$ cat config.mk
export PLATFORM = sky130hd
export DESIGN_NAME = csl_config_strap_latch
export DESIGN_NICKNAME = d
export VERILOG_FILES = /design/src/verilog/csl_pkg.sv /design/src/verilog/csl_config_strap_latch.sv /design/src/verilog/csl_strap_pad.sv /design/src/verilog/csl_strap_decode.sv
export SDC_FILE = /design/constraint.sdc
export NUM_CORES = 1
export LEC_CHECK = 0
export BUFFER_PORTS_ARGS = -buffer_cell sky130_fd_sc_hd__buf_2
export CAP_MARGIN = 20
export CORE_UTILIZATION = 43
export CTS_CLUSTER_DIAMETER = 100
export DETAILED_ROUTE_END_ITERATION = 10
export PLACE_DENSITY = 0.76
export RECOVER_POWER = 50
export SLEW_MARGIN = 20
export SYNTH_ARGS = -nofsm -noshare
export SYNTH_HDL_FRONTEND = slang
export SYNTH_SLANG_ARGS = --single-unit
$ cat constraint.sdc
create_clock -name clk_sys_in -period 1.5 [get_ports clk_sys_in]
set_input_delay 0.225 -clock clk_sys_in [delete_from_list [all_inputs] [get_ports clk_sys_in]]
set_output_delay 0.225 -clock clk_sys_in [all_outputs]
set_load 0.005 [all_outputs]
$ cat src/verilog/csl_pkg.sv
// Package of constants for the configuration strap latch.
// Assumes a single 10 MHz core clock and a synchronous active-high reset.
package csl_pkg;

  // ----------------------------------------
  // Strap pin layout
  // ----------------------------------------
  localparam int CSL_NUM_PINS = 16;
  localparam int CSL_NUM_PORTS = 4;
  localparam int CSL_FIXED_LSB = 0;
  localparam int CSL_CFG_LSB = 2;
  localparam int CSL_CHG_LSB = 4;
  localparam int CSL_DM_LSB = 8;
  localparam int CSL_DP_LSB = 12;
  localparam int CSL_SUSPEND_PIN = 0;

  // ----------------------------------------
  // Reset values
  // ----------------------------------------
  localparam logic [15:0] CSL_OE_N_RESET = 16'hffff;
  localparam logic [15:0] CSL_STRAP_RESET = 16'h0000;
  localparam logic [15:0] CSL_PIN_OUT_RESET = 16'h0000;
  localparam logic CSL_VENDOR_EN_RESET = 1'h1;

  // ----------------------------------------
  // Configuration select codes
  // ----------------------------------------
  localparam logic [1:0] CSL_CFG_SELF = 2'h0;
  localparam logic [1:0] CSL_CFG_SMBUS = 2'h1;
  localparam logic [1:0] CSL_CFG_BUS = 2'h2;
  localparam logic [1:0] CSL_CFG_EEPROM = 2'h3;

  // ----------------------------------------
  // Vendor hub command codes
  // ----------------------------------------
  localparam logic [2:0] CSL_VCMD_EC_ON = 3'h0;
  localparam logic [2:0] CSL_VCMD_EC_OFF = 3'h1;
  localparam logic [2:0] CSL_VCMD_RESUME_ON = 3'h2;
  localparam logic [2:0] CSL_VCMD_RESUME_OFF = 3'h3;
  localparam logic [2:0] CSL_VCMD_HUB_RESET = 3'h4;

  // ----------------------------------------
  // Pass-through I2C command codes
  // ----------------------------------------
  localparam logic [2:0] CSL_I2C_PASS_ON = 3'h0;
  localparam logic [2:0] CSL_I2C_PASS_OFF = 3'h1;

  // ----------------------------------------
  // Memory operating modes
  // ----------------------------------------
  localparam logic [1:0] CSL_OTP_SINGLE = 2'h0;
  localparam logic [1:0] CSL_OTP_DIFF = 2'h1;
  localparam logic [1:0] CSL_OTP_REDUNDANT = 2'h2;
  localparam logic [1:0] CSL_OTP_DIFF_REDUNDANT = 2'h3;

  typedef enum logic [0:0] {ST_CAPTURE, ST_RUN} csl_state_t;

  // Fixed-port mask for ports 3..1 from the two-bit strap code
  function automatic logic [2:0] csl_fixed_mask(input logic [1:0] code);
    csl_fixed_mask = {&code, code[1], |code};
  endfunction

endpackage

$ cat src/verilog/csl_config_strap_latch.sv
// Top of the configuration strap latch: capture sequencing, decoded defaults,
// vendor commands, I2C pass-through, memory mode and pre-attach config gate.
// Assumes all inputs synchronous to clk_sys_in; reset covers power-on and pin reset.
//
// Operation
// - Strap drivers tri-stated throughout reset
// - Latch strap levels at reset release
// - Drive strap pins as outputs after capture
// - Two-bit code marks ports 1-3 fixed
// - Suspend indicator polarity follows low strap bit
// - Local power detect uses internal fixed config
// - Charge strap high advertises port charging
// - Both line straps high disable port
// - Low line strap leaves line enabled
// - Vendor hub commands enabled after reset
// - I2C commands forwarded unchanged when enabled
// - Memory over USB only single-ended
// - Memory over SMBus selects any mode
// - SMBus config writes only before attach
// - SMBus select code with SDA high waits, ignores straps
`timescale 1ns/1ps
module csl_config_strap_latch
  import csl_pkg::*;
(
  input wire logic clk_sys_in,
  input wire logic reset_in,
  input wire logic [15:0] strap_pin_in,
  output logic [15:0] strap_pin_out,
  output logic [15:0] strap_pin_oe_n_out,
  input wire logic [15:0] strap_func_in,
  input wire logic suspend_indicator_in,
  input wire logic sda_level_in,
  input wire logic local_power_detect_in,
  input wire logic [2:0] fixed_port_cfg_in,
  output logic [2:0] fixed_port_out,
  output logic [3:0] port_charge_enable_out,
  output logic [3:0] port_line_disable_out,
  output logic smbus_wait_out,
  output logic straps_ignored_out,
  output logic cfg_invalid_out,
  output logic straps_valid_out,
  input wire logic vendor_cmd_valid_in,
  input wire logic [2:0] vendor_cmd_code_in,
  input wire logic vendor_cmd_disable_in,
  output logic vendor_hub_command_enable_out,
  output logic embedded_ctrl_enable_out,
  output logic special_resume_enable_out,
  output logic hub_reset_req_out,
  input wire logic i2c_cmd_valid_in,
  input wire logic [2:0] i2c_cmd_code_in,
  input wire logic [7:0] i2c_cmd_data_in,
  output logic i2c_pass_enable_out,
  output logic i2c_fwd_valid_out,
  output logic [2:0] i2c_fwd_code_out,
  output logic [7:0] i2c_fwd_data_out,
  input wire logic otp_mode_wr_in,
  input wire logic otp_mode_from_smbus_in,
  input wire logic [1:0] otp_mode_sel_in,
  output logic [1:0] otp_mode_out,
  input wire logic smbus_cfg_wr_in,
  input wire logic hub_attached_in,
  output logic smbus_cfg_accept_out,
  output logic smbus_cfg_reject_out
);

  csl_state_t state_reg;
  csl_state_t state_next;
  logic [15:0] strap_latched;
  logic [2:0] dec_fixed;
  logic [3:0] dec_charge;
  logic [3:0] dec_disable;
  logic dec_susp_low;
  logic dec_smbus_wait;
  logic dec_ignored;
  logic dec_invalid;
  logic [2:0] fixed_reg;
  logic [3:0] charge_reg;
  logic [3:0] disable_reg;
  logic smbus_wait_reg;
  logic ignored_reg;
  logic invalid_reg;
  logic valid_reg;
  logic vendor_en_reg;
  logic ec_en_reg;
  logic resume_en_reg;
  logic hub_reset_reg;
  logic pass_en_reg;
  logic fwd_valid_reg;
  logic [2:0] fwd_code_reg;
  logic [7:0] fwd_data_reg;
  logic [1:0] otp_mode_reg;
  logic cfg_accept_reg;
  logic cfg_reject_reg;

  // ----------------------------------------
  // Capture sequencing
  // ----------------------------------------
  wire capture = (state_reg == ST_CAPTURE);
  wire running = (state_reg == ST_RUN);

  always_comb begin
    case (state_reg)
      ST_CAPTURE: state_next = ST_RUN;
      ST_RUN: state_next = ST_RUN;
      default: state_next = ST_CAPTURE;
    endcase
  end

  always_ff @(posedge clk_sys_in) begin
    if (reset_in) begin
      state_reg <= ST_CAPTURE;
    end else begin
      state_reg <= state_next;
    end
  end

  // Suspend pin carries the indicator at the strapped polarity
  wire [15:0] pin_func;
  assign pin_func = {strap_func_in[15:1],
    suspend_indicator_in ^ dec_susp_low};

  csl_strap_pad u_pad (
    .clk_sys_in(clk_sys_in),
    .reset_in(reset_in),
    .capture_in(capture),
    .pin_in(strap_pin_in),
    .func_in(pin_func),
    .pin_out(strap_pin_out),
    .pin_oe_n_out(strap_pin_oe_n_out),
    .strap_out(strap_latched)
  );

  csl_strap_decode u_decode (
    .strap_in(strap_latched),
    .sda_level_in(sda_level_in),
    .local_power_detect_in(local_power_detect_in),
    .fixed_port_cfg_in(fixed_port_cfg_in),
    .fixed_port_out(dec_fixed),
    .charge_enable_out(dec_charge),
    .line_disable_out(dec_disable),
    .suspend_active_low_out(dec_susp_low),
    .smbus_wait_out(dec_smbus_wait),
    .straps_ignored_out(dec_ignored),
    .cfg_invalid_out(dec_invalid)
  );

  // ----------------------------------------
  // Decoded defaults
  // ----------------------------------------
  always_ff @(posedge clk_sys_in) begin
    if (reset_in || !running) begin
      fixed_reg <= 3'h0;
      charge_reg <= 4'h0;
      disable_reg <= 4'h0;
      smbus_wait_reg <= 1'h0;
      ignored_reg <= 1'h0;
      invalid_reg <= 1'h0;
      valid_reg <= 1'h0;
    end else begin
      fixed_reg <= dec_fixed;
      charge_reg <= dec_charge;
      disable_reg <= dec_disable;
      smbus_wait_reg <= dec_smbus_wait;
      ignored_reg <= dec_ignored;
      invalid_reg <= dec_invalid;
      valid_reg <= 1'h1;
    end
  end

  // ----------------------------------------
  // Vendor hub commands
  // ----------------------------------------
  wire vcmd_go = vendor_cmd_valid_in && vendor_en_reg && !vendor_cmd_disable_in;

  always_ff @(posedge clk_sys_in) begin
    if (reset_in) begin
      vendor_en_reg <= CSL_VENDOR_EN_RESET;
      ec_en_reg <= 1'h0;
      resume_en_reg <= 1'h0;
      hub_reset_reg <= 1'h0;
    end else begin
      if (vendor_cmd_disable_in) begin
        vendor_en_reg <= 1'h0;
      end
      hub_reset_reg <= vcmd_go && (vendor_cmd_code_in == CSL_VCMD_HUB_RESET);
      if (vcmd_go && vendor_cmd_code_in == CSL_VCMD_EC_ON) begin
        ec_en_reg <= 1'h1;
      end
      if (vcmd_go && vendor_cmd_code_in == CSL_VCMD_EC_OFF) begin
        ec_en_reg <= 1'h0;
      end
      if (vcmd_go && vendor_cmd_code_in == CSL_VCMD_RESUME_ON) begin
        resume_en_reg <= 1'h1;
      end
      if (vcmd_go && vendor_cmd_code_in == CSL_VCMD_RESUME_OFF) begin
        resume_en_reg <= 1'h0;
      end
    end
  end

  // ----------------------------------------
  // I2C pass-through
  // ----------------------------------------
  wire pass_on = i2c_cmd_valid_in && (i2c_cmd_code_in == CSL_I2C_PASS_ON);
  wire pass_off = i2c_cmd_valid_in && (i2c_cmd_code_in == CSL_I2C_PASS_OFF);
  wire pass_fwd = i2c_cmd_valid_in && pass_en_reg && !pass_on && !pass_off;

  always_ff @(posedge clk_sys_in) begin
    if (reset_in) begin
      pass_en_reg <= 1'h0;
      fwd_valid_reg <= 1'h0;
      fwd_code_reg <= 3'h0;
      fwd_data_reg <= 8'h00;
    end else begin
      if (pass_on) begin
        pass_en_reg <= 1'h1;
      end else if (pass_off) begin
        pass_en_reg <= 1'h0;
      end
      fwd_valid_reg <= pass_fwd;
      if (pass_fwd) begin
        fwd_code_reg <= i2c_cmd_code_in;
        fwd_data_reg <= i2c_cmd_data_in;
      end
    end
  end

  // ----------------------------------------
  // Memory mode and SMBus config gate
  // ----------------------------------------
  wire [1:0] otp_mode_sel = otp_mode_from_smbus_in ? otp_mode_sel_in : CSL_OTP_SINGLE;

  always_ff @(posedge clk_sys_in) begin
    if (reset_in) begin
      otp_mode_reg <= CSL_OTP_SINGLE;
      cfg_accept_reg <= 1'h0;
      cfg_reject_reg <= 1'h0;
    end else begin
      if (otp_mode_wr_in) begin
        otp_mode_reg <= otp_mode_sel;
      end
      cfg_accept_reg <= smbus_cfg_wr_in && !hub_attached_in;
      cfg_reject_reg <= smbus_cfg_wr_in && hub_attached_in;
    end
  end

  // ----------------------------------------
  // Outputs
  // ----------------------------------------
  assign fixed_port_out = fixed_reg;
  assign port_charge_enable_out = charge_reg;
  assign port_line_disable_out = disable_reg;
  assign smbus_wait_out = smbus_wait_reg;
  assign straps_ignored_out = ignored_reg;
  assign cfg_invalid_out = invalid_reg;
  assign straps_valid_out = valid_reg;
  assign vendor_hub_command_enable_out = vendor_en_reg;
  assign embedded_ctrl_enable_out = ec_en_reg;
  assign special_resume_enable_out = resume_en_reg;
  assign hub_reset_req_out = hub_reset_reg;
  assign i2c_pass_enable_out = pass_en_reg;
  assign i2c_fwd_valid_out = fwd_valid_reg;
  assign i2c_fwd_code_out = fwd_code_reg;
  assign i2c_fwd_data_out = fwd_data_reg;
  assign otp_mode_out = otp_mode_reg;
  assign smbus_cfg_accept_out = cfg_accept_reg;
  assign smbus_cfg_reject_out = cfg_reject_reg;

  // ----------------------------------------
  // Assertions
  // ----------------------------------------
  property p_tristate_in_reset;
    @(posedge clk_sys_in) reset_in |=> (strap_pin_oe_n_out == 16'hffff);
  endproperty
  a_tristate_in_reset: assert property (p_tristate_in_reset)
    else $error("strap pin driven during reset");

  property p_capture_levels;
    @(posedge clk_sys_in) disable iff (reset_in)
    capture |=> (strap_latched == $past(strap_pin_in));
  endproperty
  a_capture_levels: assert property (p_capture_levels)
    else $error("strap level not latched at release");

  property p_drive_after_capture;
    @(posedge clk_sys_in) disable iff (reset_in)
    $fell(reset_in) ##0 capture |=> (strap_pin_oe_n_out == 16'h0000) [*3];
  endproperty
  a_drive_after_capture: assert property (p_drive_after_capture)
    else $error("strap pin not driven after capture");

  property p_fixed_decode;
    @(posedge clk_sys_in) disable iff (reset_in)
    (running && !dec_ignored && !local_power_detect_in) |=>
      (fixed_port_out == {&$past(strap_latched[1:0]), $past(strap_latched[1]),
                          |$past(strap_latched[1:0])});
  endproperty
  a_fixed_decode: assert property (p_fixed_decode)
    else $error("fixed port mask wrong");

  property p_suspend_polarity;
    @(posedge clk_sys_in) disable iff (reset_in)
    running ##1 running |=>
      (strap_pin_out[0] == ($past(suspend_indicator_in) ^ strap_latched[0]));
  endproperty
  a_suspend_polarity: assert property (p_suspend_polarity)
    else $error("suspend indicator polarity wrong");

  property p_local_power;
    @(posedge clk_sys_in) disable iff (reset_in)
    (running && local_power_detect_in && !dec_ignored) |=>
      (fixed_port_out == $past(fixed_port_cfg_in));
  endproperty
  a_local_power: assert property (p_local_power)
    else $error("fixed port not from internal config");

  property p_charge_enable;
    @(posedge clk_sys_in) disable iff (reset_in)
    (running && !dec_ignored) |=> (port_charge_enable_out == $past(strap_latched[7:4]));
  endproperty
  a_charge_enable: assert property (p_charge_enable)
    else $error("charge enable not from strap");

  property p_line_disable;
    @(posedge clk_sys_in) disable iff (reset_in)
    (running && !dec_ignored) |=>
      (port_line_disable_out == ($past(strap_latched[11:8]) & $past(strap_latched[15:12])));
  endproperty
  a_line_disable: assert property (p_line_disable)
    else $error("line disable not both straps high");

  property p_vendor_default;
    @(posedge clk_sys_in) $fell(reset_in) |-> vendor_hub_command_enable_out;
  endproperty
  a_vendor_default: assert property (p_vendor_default)
    else $error("vendor commands not enabled after reset");

  property p_i2c_forward;
    @(posedge clk_sys_in) disable iff (reset_in)
    (i2c_cmd_valid_in && i2c_pass_enable_out && i2c_cmd_code_in > 3'h1) |=>
      (i2c_fwd_valid_out && i2c_fwd_data_out == $past(i2c_cmd_data_in));
  endproperty
  a_i2c_forward: assert property (p_i2c_forward)
    else $error("i2c command not forwarded");

  property p_otp_usb_single;
    @(posedge clk_sys_in) disable iff (reset_in)
    (otp_mode_wr_in && !otp_mode_from_smbus_in) |=> (otp_mode_out == 2'h0);
  endproperty
  a_otp_usb_single: assert property (p_otp_usb_single)
    else $error("usb memory mode not single-ended");

  property p_otp_smbus_mode;
    @(posedge clk_sys_in) disable iff (reset_in)
    (otp_mode_wr_in && otp_mode_from_smbus_in) |=> (otp_mode_out == $past(otp_mode_sel_in));
  endproperty
  a_otp_smbus_mode: assert property (p_otp_smbus_mode)
    else $error("smbus memory mode not taken");

  property p_cfg_gate;
    @(posedge clk_sys_in) disable iff (reset_in)
    smbus_cfg_wr_in |=> (smbus_cfg_accept_out == !$past(hub_attached_in)) &&
      (smbus_cfg_reject_out == $past(hub_attached_in));
  endproperty
  a_cfg_gate: assert property (p_cfg_gate)
    else $error("smbus config accepted after attach");

  property p_smbus_wait;
    @(posedge clk_sys_in) disable iff (reset_in)
    (running && strap_latched[3:2] == 2'h1 && sda_level_in) |=>
      (smbus_wait_out && port_charge_enable_out == 4'h0 && fixed_port_out == 3'h0);
  endproperty
  a_smbus_wait: assert property (p_smbus_wait)
    else $error("smbus wait not honoured");

  property p_straps_hold;
    @(posedge clk_sys_in) disable iff (reset_in)
    running |=> $stable(strap_latched);
  endproperty
  a_straps_hold: assert property (p_straps_hold)
    else $error("latched straps changed");

  c_capture: cover property (@(posedge clk_sys_in) $fell(reset_in) ##1 running);
  c_smbus_wait: cover property (@(posedge clk_sys_in) smbus_wait_out);
  c_port_disabled: cover property (@(posedge clk_sys_in) port_line_disable_out != 4'h0);
  c_cfg_reject: cover property (@(posedge clk_sys_in) smbus_cfg_reject_out);

endmodule

$ cat src/verilog/csl_strap_pad.sv
// Strap pin pad control and capture register.
// Assumes the pins have pull resistors only and reach their level before reset release.
`timescale 1ns/1ps
module csl_strap_pad
  import csl_pkg::*;
(
  input wire logic clk_sys_in,
  input wire logic reset_in,
  input wire logic capture_in,
  input wire logic [15:0] pin_in,
  input wire logic [15:0] func_in,
  output logic [15:0] pin_out,
  output logic [15:0] pin_oe_n_out,
  output logic [15:0] strap_out
);

  logic [15:0] oe_n_reg;
  logic [15:0] strap_reg;
  logic [15:0] pin_reg;

  // ----------------------------------------
  // Capture and drive
  // ----------------------------------------
  always_ff @(posedge clk_sys_in) begin
    if (reset_in) begin
      oe_n_reg <= CSL_OE_N_RESET;
      strap_reg <= CSL_STRAP_RESET;
    end else if (capture_in) begin
      strap_reg <= pin_in;
      oe_n_reg <= '0;
    end
  end

  always_ff @(posedge clk_sys_in) begin
    if (reset_in) begin
      pin_reg <= CSL_PIN_OUT_RESET;
    end else begin
      pin_reg <= func_in;
    end
  end

  assign pin_out = pin_reg;
  assign pin_oe_n_out = oe_n_reg;
  assign strap_out = strap_reg;

endmodule

$ cat src/verilog/csl_strap_decode.sv
// Decode of latched strap values into feature defaults.
// Assumes the strap vector is stable once captured.
`timescale 1ns/1ps
module csl_strap_decode
  import csl_pkg::*;
(
  input wire logic [15:0] strap_in,
  input wire logic sda_level_in,
  input wire logic local_power_detect_in,
  input wire logic [2:0] fixed_port_cfg_in,
  output logic [2:0] fixed_port_out,
  output logic [3:0] charge_enable_out,
  output logic [3:0] line_disable_out,
  output logic suspend_active_low_out,
  output logic smbus_wait_out,
  output logic straps_ignored_out,
  output logic cfg_invalid_out
);

  wire [1:0] fixed_port_strap = strap_in[CSL_FIXED_LSB +: 2];
  wire [1:0] cfg_code = strap_in[CSL_CFG_LSB +: 2];
  wire [3:0] port_charge_enable_strap = strap_in[CSL_CHG_LSB +: 4];
  wire [3:0] port_minus_line_disable = strap_in[CSL_DM_LSB +: 4];
  wire [3:0] port_plus_line_disable = strap_in[CSL_DP_LSB +: 4];
  wire eeprom_load = (cfg_code == CSL_CFG_EEPROM) && sda_level_in;

  // ----------------------------------------
  // Decode
  // ----------------------------------------
  assign smbus_wait_out = (cfg_code == CSL_CFG_SMBUS) && sda_level_in;
  assign cfg_invalid_out = (cfg_code == CSL_CFG_SMBUS) && !sda_level_in;
  assign straps_ignored_out = smbus_wait_out || eeprom_load;
  assign suspend_active_low_out = fixed_port_strap[0];
  assign fixed_port_out = straps_ignored_out ? 3'h0 :
    local_power_detect_in ? fixed_port_cfg_in :
    csl_fixed_mask(fixed_port_strap);
  assign charge_enable_out = straps_ignored_out ? 4'h0 : port_charge_enable_strap;
  assign line_disable_out = straps_ignored_out ? 4'h0 :
    (port_minus_line_disable & port_plus_line_disable);

endmodule

==> results.yml <==
floorplanning:
  ios: 131
  die-area_mm2: 0.00577
  core_mm2: 0.00517
  die_h_um: 75.9
  start_util: 0.455
  rows: 26
  dieWidth_um: 75.9
final_layout:
  area_growth_pct: 33.6
  fin_cells: 409
  final_area_mm2: 0.00314
  fin_nets: 397
  final_layout_size_suffix_gt1_frac: 0.413
  n_fill_cell: 460
  n_antenna_cell: 0
yosys:
  synth_area_mm2: 0.00235
  synth-seq-cells: 70
  synth_area_per_cell_um2: 10.9
  yosysWarnings: 0
  synthCells: 216
  ys_seq_area_frac: 0.596
  synth_nets: 279
  ys_types: 29
worst_setup_path:
  r2r_start: "running"
  cp.required_ns: 1.27
  crit_end: "strap_pin_oe_n_out[10]"
  r2r_end: "smbus_wait_out"
  cp_slowest_cell: "dfxtp_1"
  crit_path_cell_trace: "buf_2"
  worst-path-buf-inv: 1
  r2r_cells: 3
  crit_cells: 1
  arrival_ns: 1.08
  slowest_delay_ns: 0.57
  crit_family: "flip-flops"
  worstPathMaxFanout: 17
  cp-startpoint: "u_pad.pin_oe_n_out[14]"
  worstSetupEndpointType: "output port"
  critPathLaunchType: "flip-flop"
  critPathKind: "reg -> out"
  ff2ff_setup_slack_ns: 0.33
clock_tree:
  ctsHoldBuffers: 0
  cts-root-buf: "clkbuf_8"
  clk_latency_ns: 0.32
  cts_max_path_buffers: 2
  cts_tree: "done"
  cts-htree-levels: 3
  cts_buffers: 9
  clock_sinks: 70
  post_cts_buffers: 0
  ctsResizeCount: 0
  clk_transition_reported_paths_ns: 0.06
sta:
  slew_violations: 0
  setup_tns_ns: 0
  fin_crit_sh: 0.870
  period_minus_slack_ns: 1.30
  worst_slew_pin_slew_ns: 1.06
  setup_viol: 0
  fmax_mhz: 767
  hold_violations: 0
  fin_worst_skew_ns: 0.00698
  rsz0062_at_grt: "false"
  slew_headroom: 0.293
pwr:
  powerDensity_mw_per_mm2: 1230
  peakVddDrop_mv: 0.572
  leakage_nw: 1.62
  fin_total_pwr_w: 0.00386
placed_design:
  place.gp.congestion: 0.739
  hpwl_um: 3280
  dp.cells: 393
  placed_area_mm2: 0.00295
  io_buffers: 129
routing:
  wl_per_cell_um: 11.0
  drc: 0
  firstDrtPassIters: 4
  avgViaCountPerCell: 4.53
  routed_wl_um: 4500
  ant_nets: 0
  drtIter0Drc: 47
  vias: 1852
global_routing:
  grt_pass1_wl_um: 7560
  track_usage: 0.166
  grt_max_degree: 56
  grt_pass1_vias: 1768
  antenna_found_initial: 0
  grt-ovfl-total: 0
run_status:
  status: "completed"
job:
  drv_cap: 0
min_path:
  hp-class: "in -> reg"
## stage by stage
step                utilization  setup WS [ns]  hold WS (ns)
floorplan                     -          0.359         0.301
global placement          0.571          0.247         0.400
detailed placement        0.571          0.202         0.405
CTS                       0.613          0.156        0.0607
global route              0.607         0.0511        0.0628
finish                    0.607          0.196        0.0759
## layout by cell type, fill, tap and decap left out, drive strengths merged
| cell type | netlist | final |
|---|---|---|
| nor2 | 27 | 27 |
| buf | 20 | 120 |
| a21o | 1 | 1 |
| inv | 3 | 3 |
| bufinv | 0 | 1 |
| a21oi | 8 | 8 |
| nor4b | 2 | 2 |
| o311a | 1 | 1 |
| nor4 | 1 | 1 |
| clkbuf | 5 | 25 |
| and4bb | 1 | 1 |
| nand3 | 4 | 4 |
| nand2b | 4 | 4 |
| nand2 | 7 | 7 |
| clkinv | 0 | 2 |
| and4 | 1 | 1 |
| nor3b | 1 | 1 |
| and3 | 6 | 6 |
| a311oi | 3 | 3 |
| dfxtp | 70 | 70 |
| and2b | 1 | 1 |
| and2 | 5 | 5 |
| o21ai | 1 | 1 |
| a21boi | 1 | 1 |
| xnor2 | 1 | 1 |
| o211ai | 1 | 1 |
| nor2b | 16 | 16 |
| mux2i | 25 | 25 |
## cell usage after synthesis
library cell	number	area share
buf_4	17	0.054
buf_6	1	0.0048
nand2b_1	4	0.011
nor2b_1	16	0.043
a21boi_2	1	0.0048
dfxtp_1	70	0.60
and3_1	6	0.016
xnor2_1	1	0.0037
and4_1	1	0.0037
a21oi_1	8	0.017
nor2_1	27	0.043
o211ai_1	1	0.0032
clkbuf_1	5	0.0080
a311oi_1	3	0.011
inv_1	2	0.0032
nor4b_1	2	0.0075
nor3b_1	1	0.0032
and2_1	5	0.013
a21o_1	1	0.0032
nor4_1	1	0.0027
o21ai_0	1	0.0021
nand2_1	7	0.011
mux2i_1	25	0.11
nand3_1	4	0.0085
o311a_1	1	0.0043
and2b_4	1	0.0043
buf_2	2	0.0043
inv_2	1	0.0016
and4bb_1	1	0.0053
## routing by layer
metal	routed length [µm]	global-route usage	up-vias
met3	324	0.0446	6
met5	0	0	-
li1	-	-	941
met2	2210	0.283	84
met4	81	0.0981	0
met1	1890	0.185	821
## worst min-delay path by stage
| stage | startpoint | end | slack (ns) | cells after the start |
|---|---|---|---|---|
| after global placement | hub_attached_in | smbus_cfg_accept_out | 0.40 | 2 |
| after global routing | hub_attached_in | smbus_cfg_accept_out | 0.06 | 2 |
| after CTS | hub_attached_in | smbus_cfg_accept_out | 0.06 | 2 |
| final | hub_attached_in | smbus_cfg_accept_out | 0.08 | 2 |
| after floorplan | hub_attached_in | smbus_cfg_accept_out | 0.30 | 1 |
| after detailed placement | hub_attached_in | smbus_cfg_accept_out | 0.40 | 2 |
## logic make-up (layout without fill, tap and decap cells)
group,after synthesis,in the layout,synth area share
XOR/XNOR,1,1,0.00373
flip-flops,70,70,0.596
buffers and inverters,28,151,0.0761
AND/OR/NAND/NOR,76,76,0.172
AO/OA/AOI/OAI,16,16,0.0458
multiplexers,25,25,0.106
## registers in the layout (all words and copies together), names as in the netlist, 2 cells and up
register	flops
i2c_fwd_data_out	8
otp_mode_out	2
i2c_fwd_code_out	3
u_pad.pin_out	16
port_charge_enable_out	4
fixed_port_out	3
port_line_disable_out	4
u_pad.strap_out	16
## area by class of cell
| cell class | instances | area, µm² | area share |
|---|---|---|---|
| flip-flops and latches | 70 | 1400 | 0.446 |
| multi-input cells | 118 | 771 | 0.245 |
| repair buffers | 132 | 652 | 0.207 |
| clock buffers | 13 | 179 | 0.0569 |
| well taps | 70 | 87.6 | 0.0279 |
| clock inverters | 3 | 40.0 | 0.0127 |
| inverters | 3 | 11.3 | 0.00358 |
## where the power goes
part	internal [W]	leakage, nW	switching (W)	total (W)
clock	0.000945	0.115	0.000636	0.00158
sequential	0.00193	0.575	0.0000349	0.00197
combinational	0.000170	0.934	0.000141	0.000311
total	0.00305	1.62	0.000811	0.00386
(Power assumes the default switching activity.)
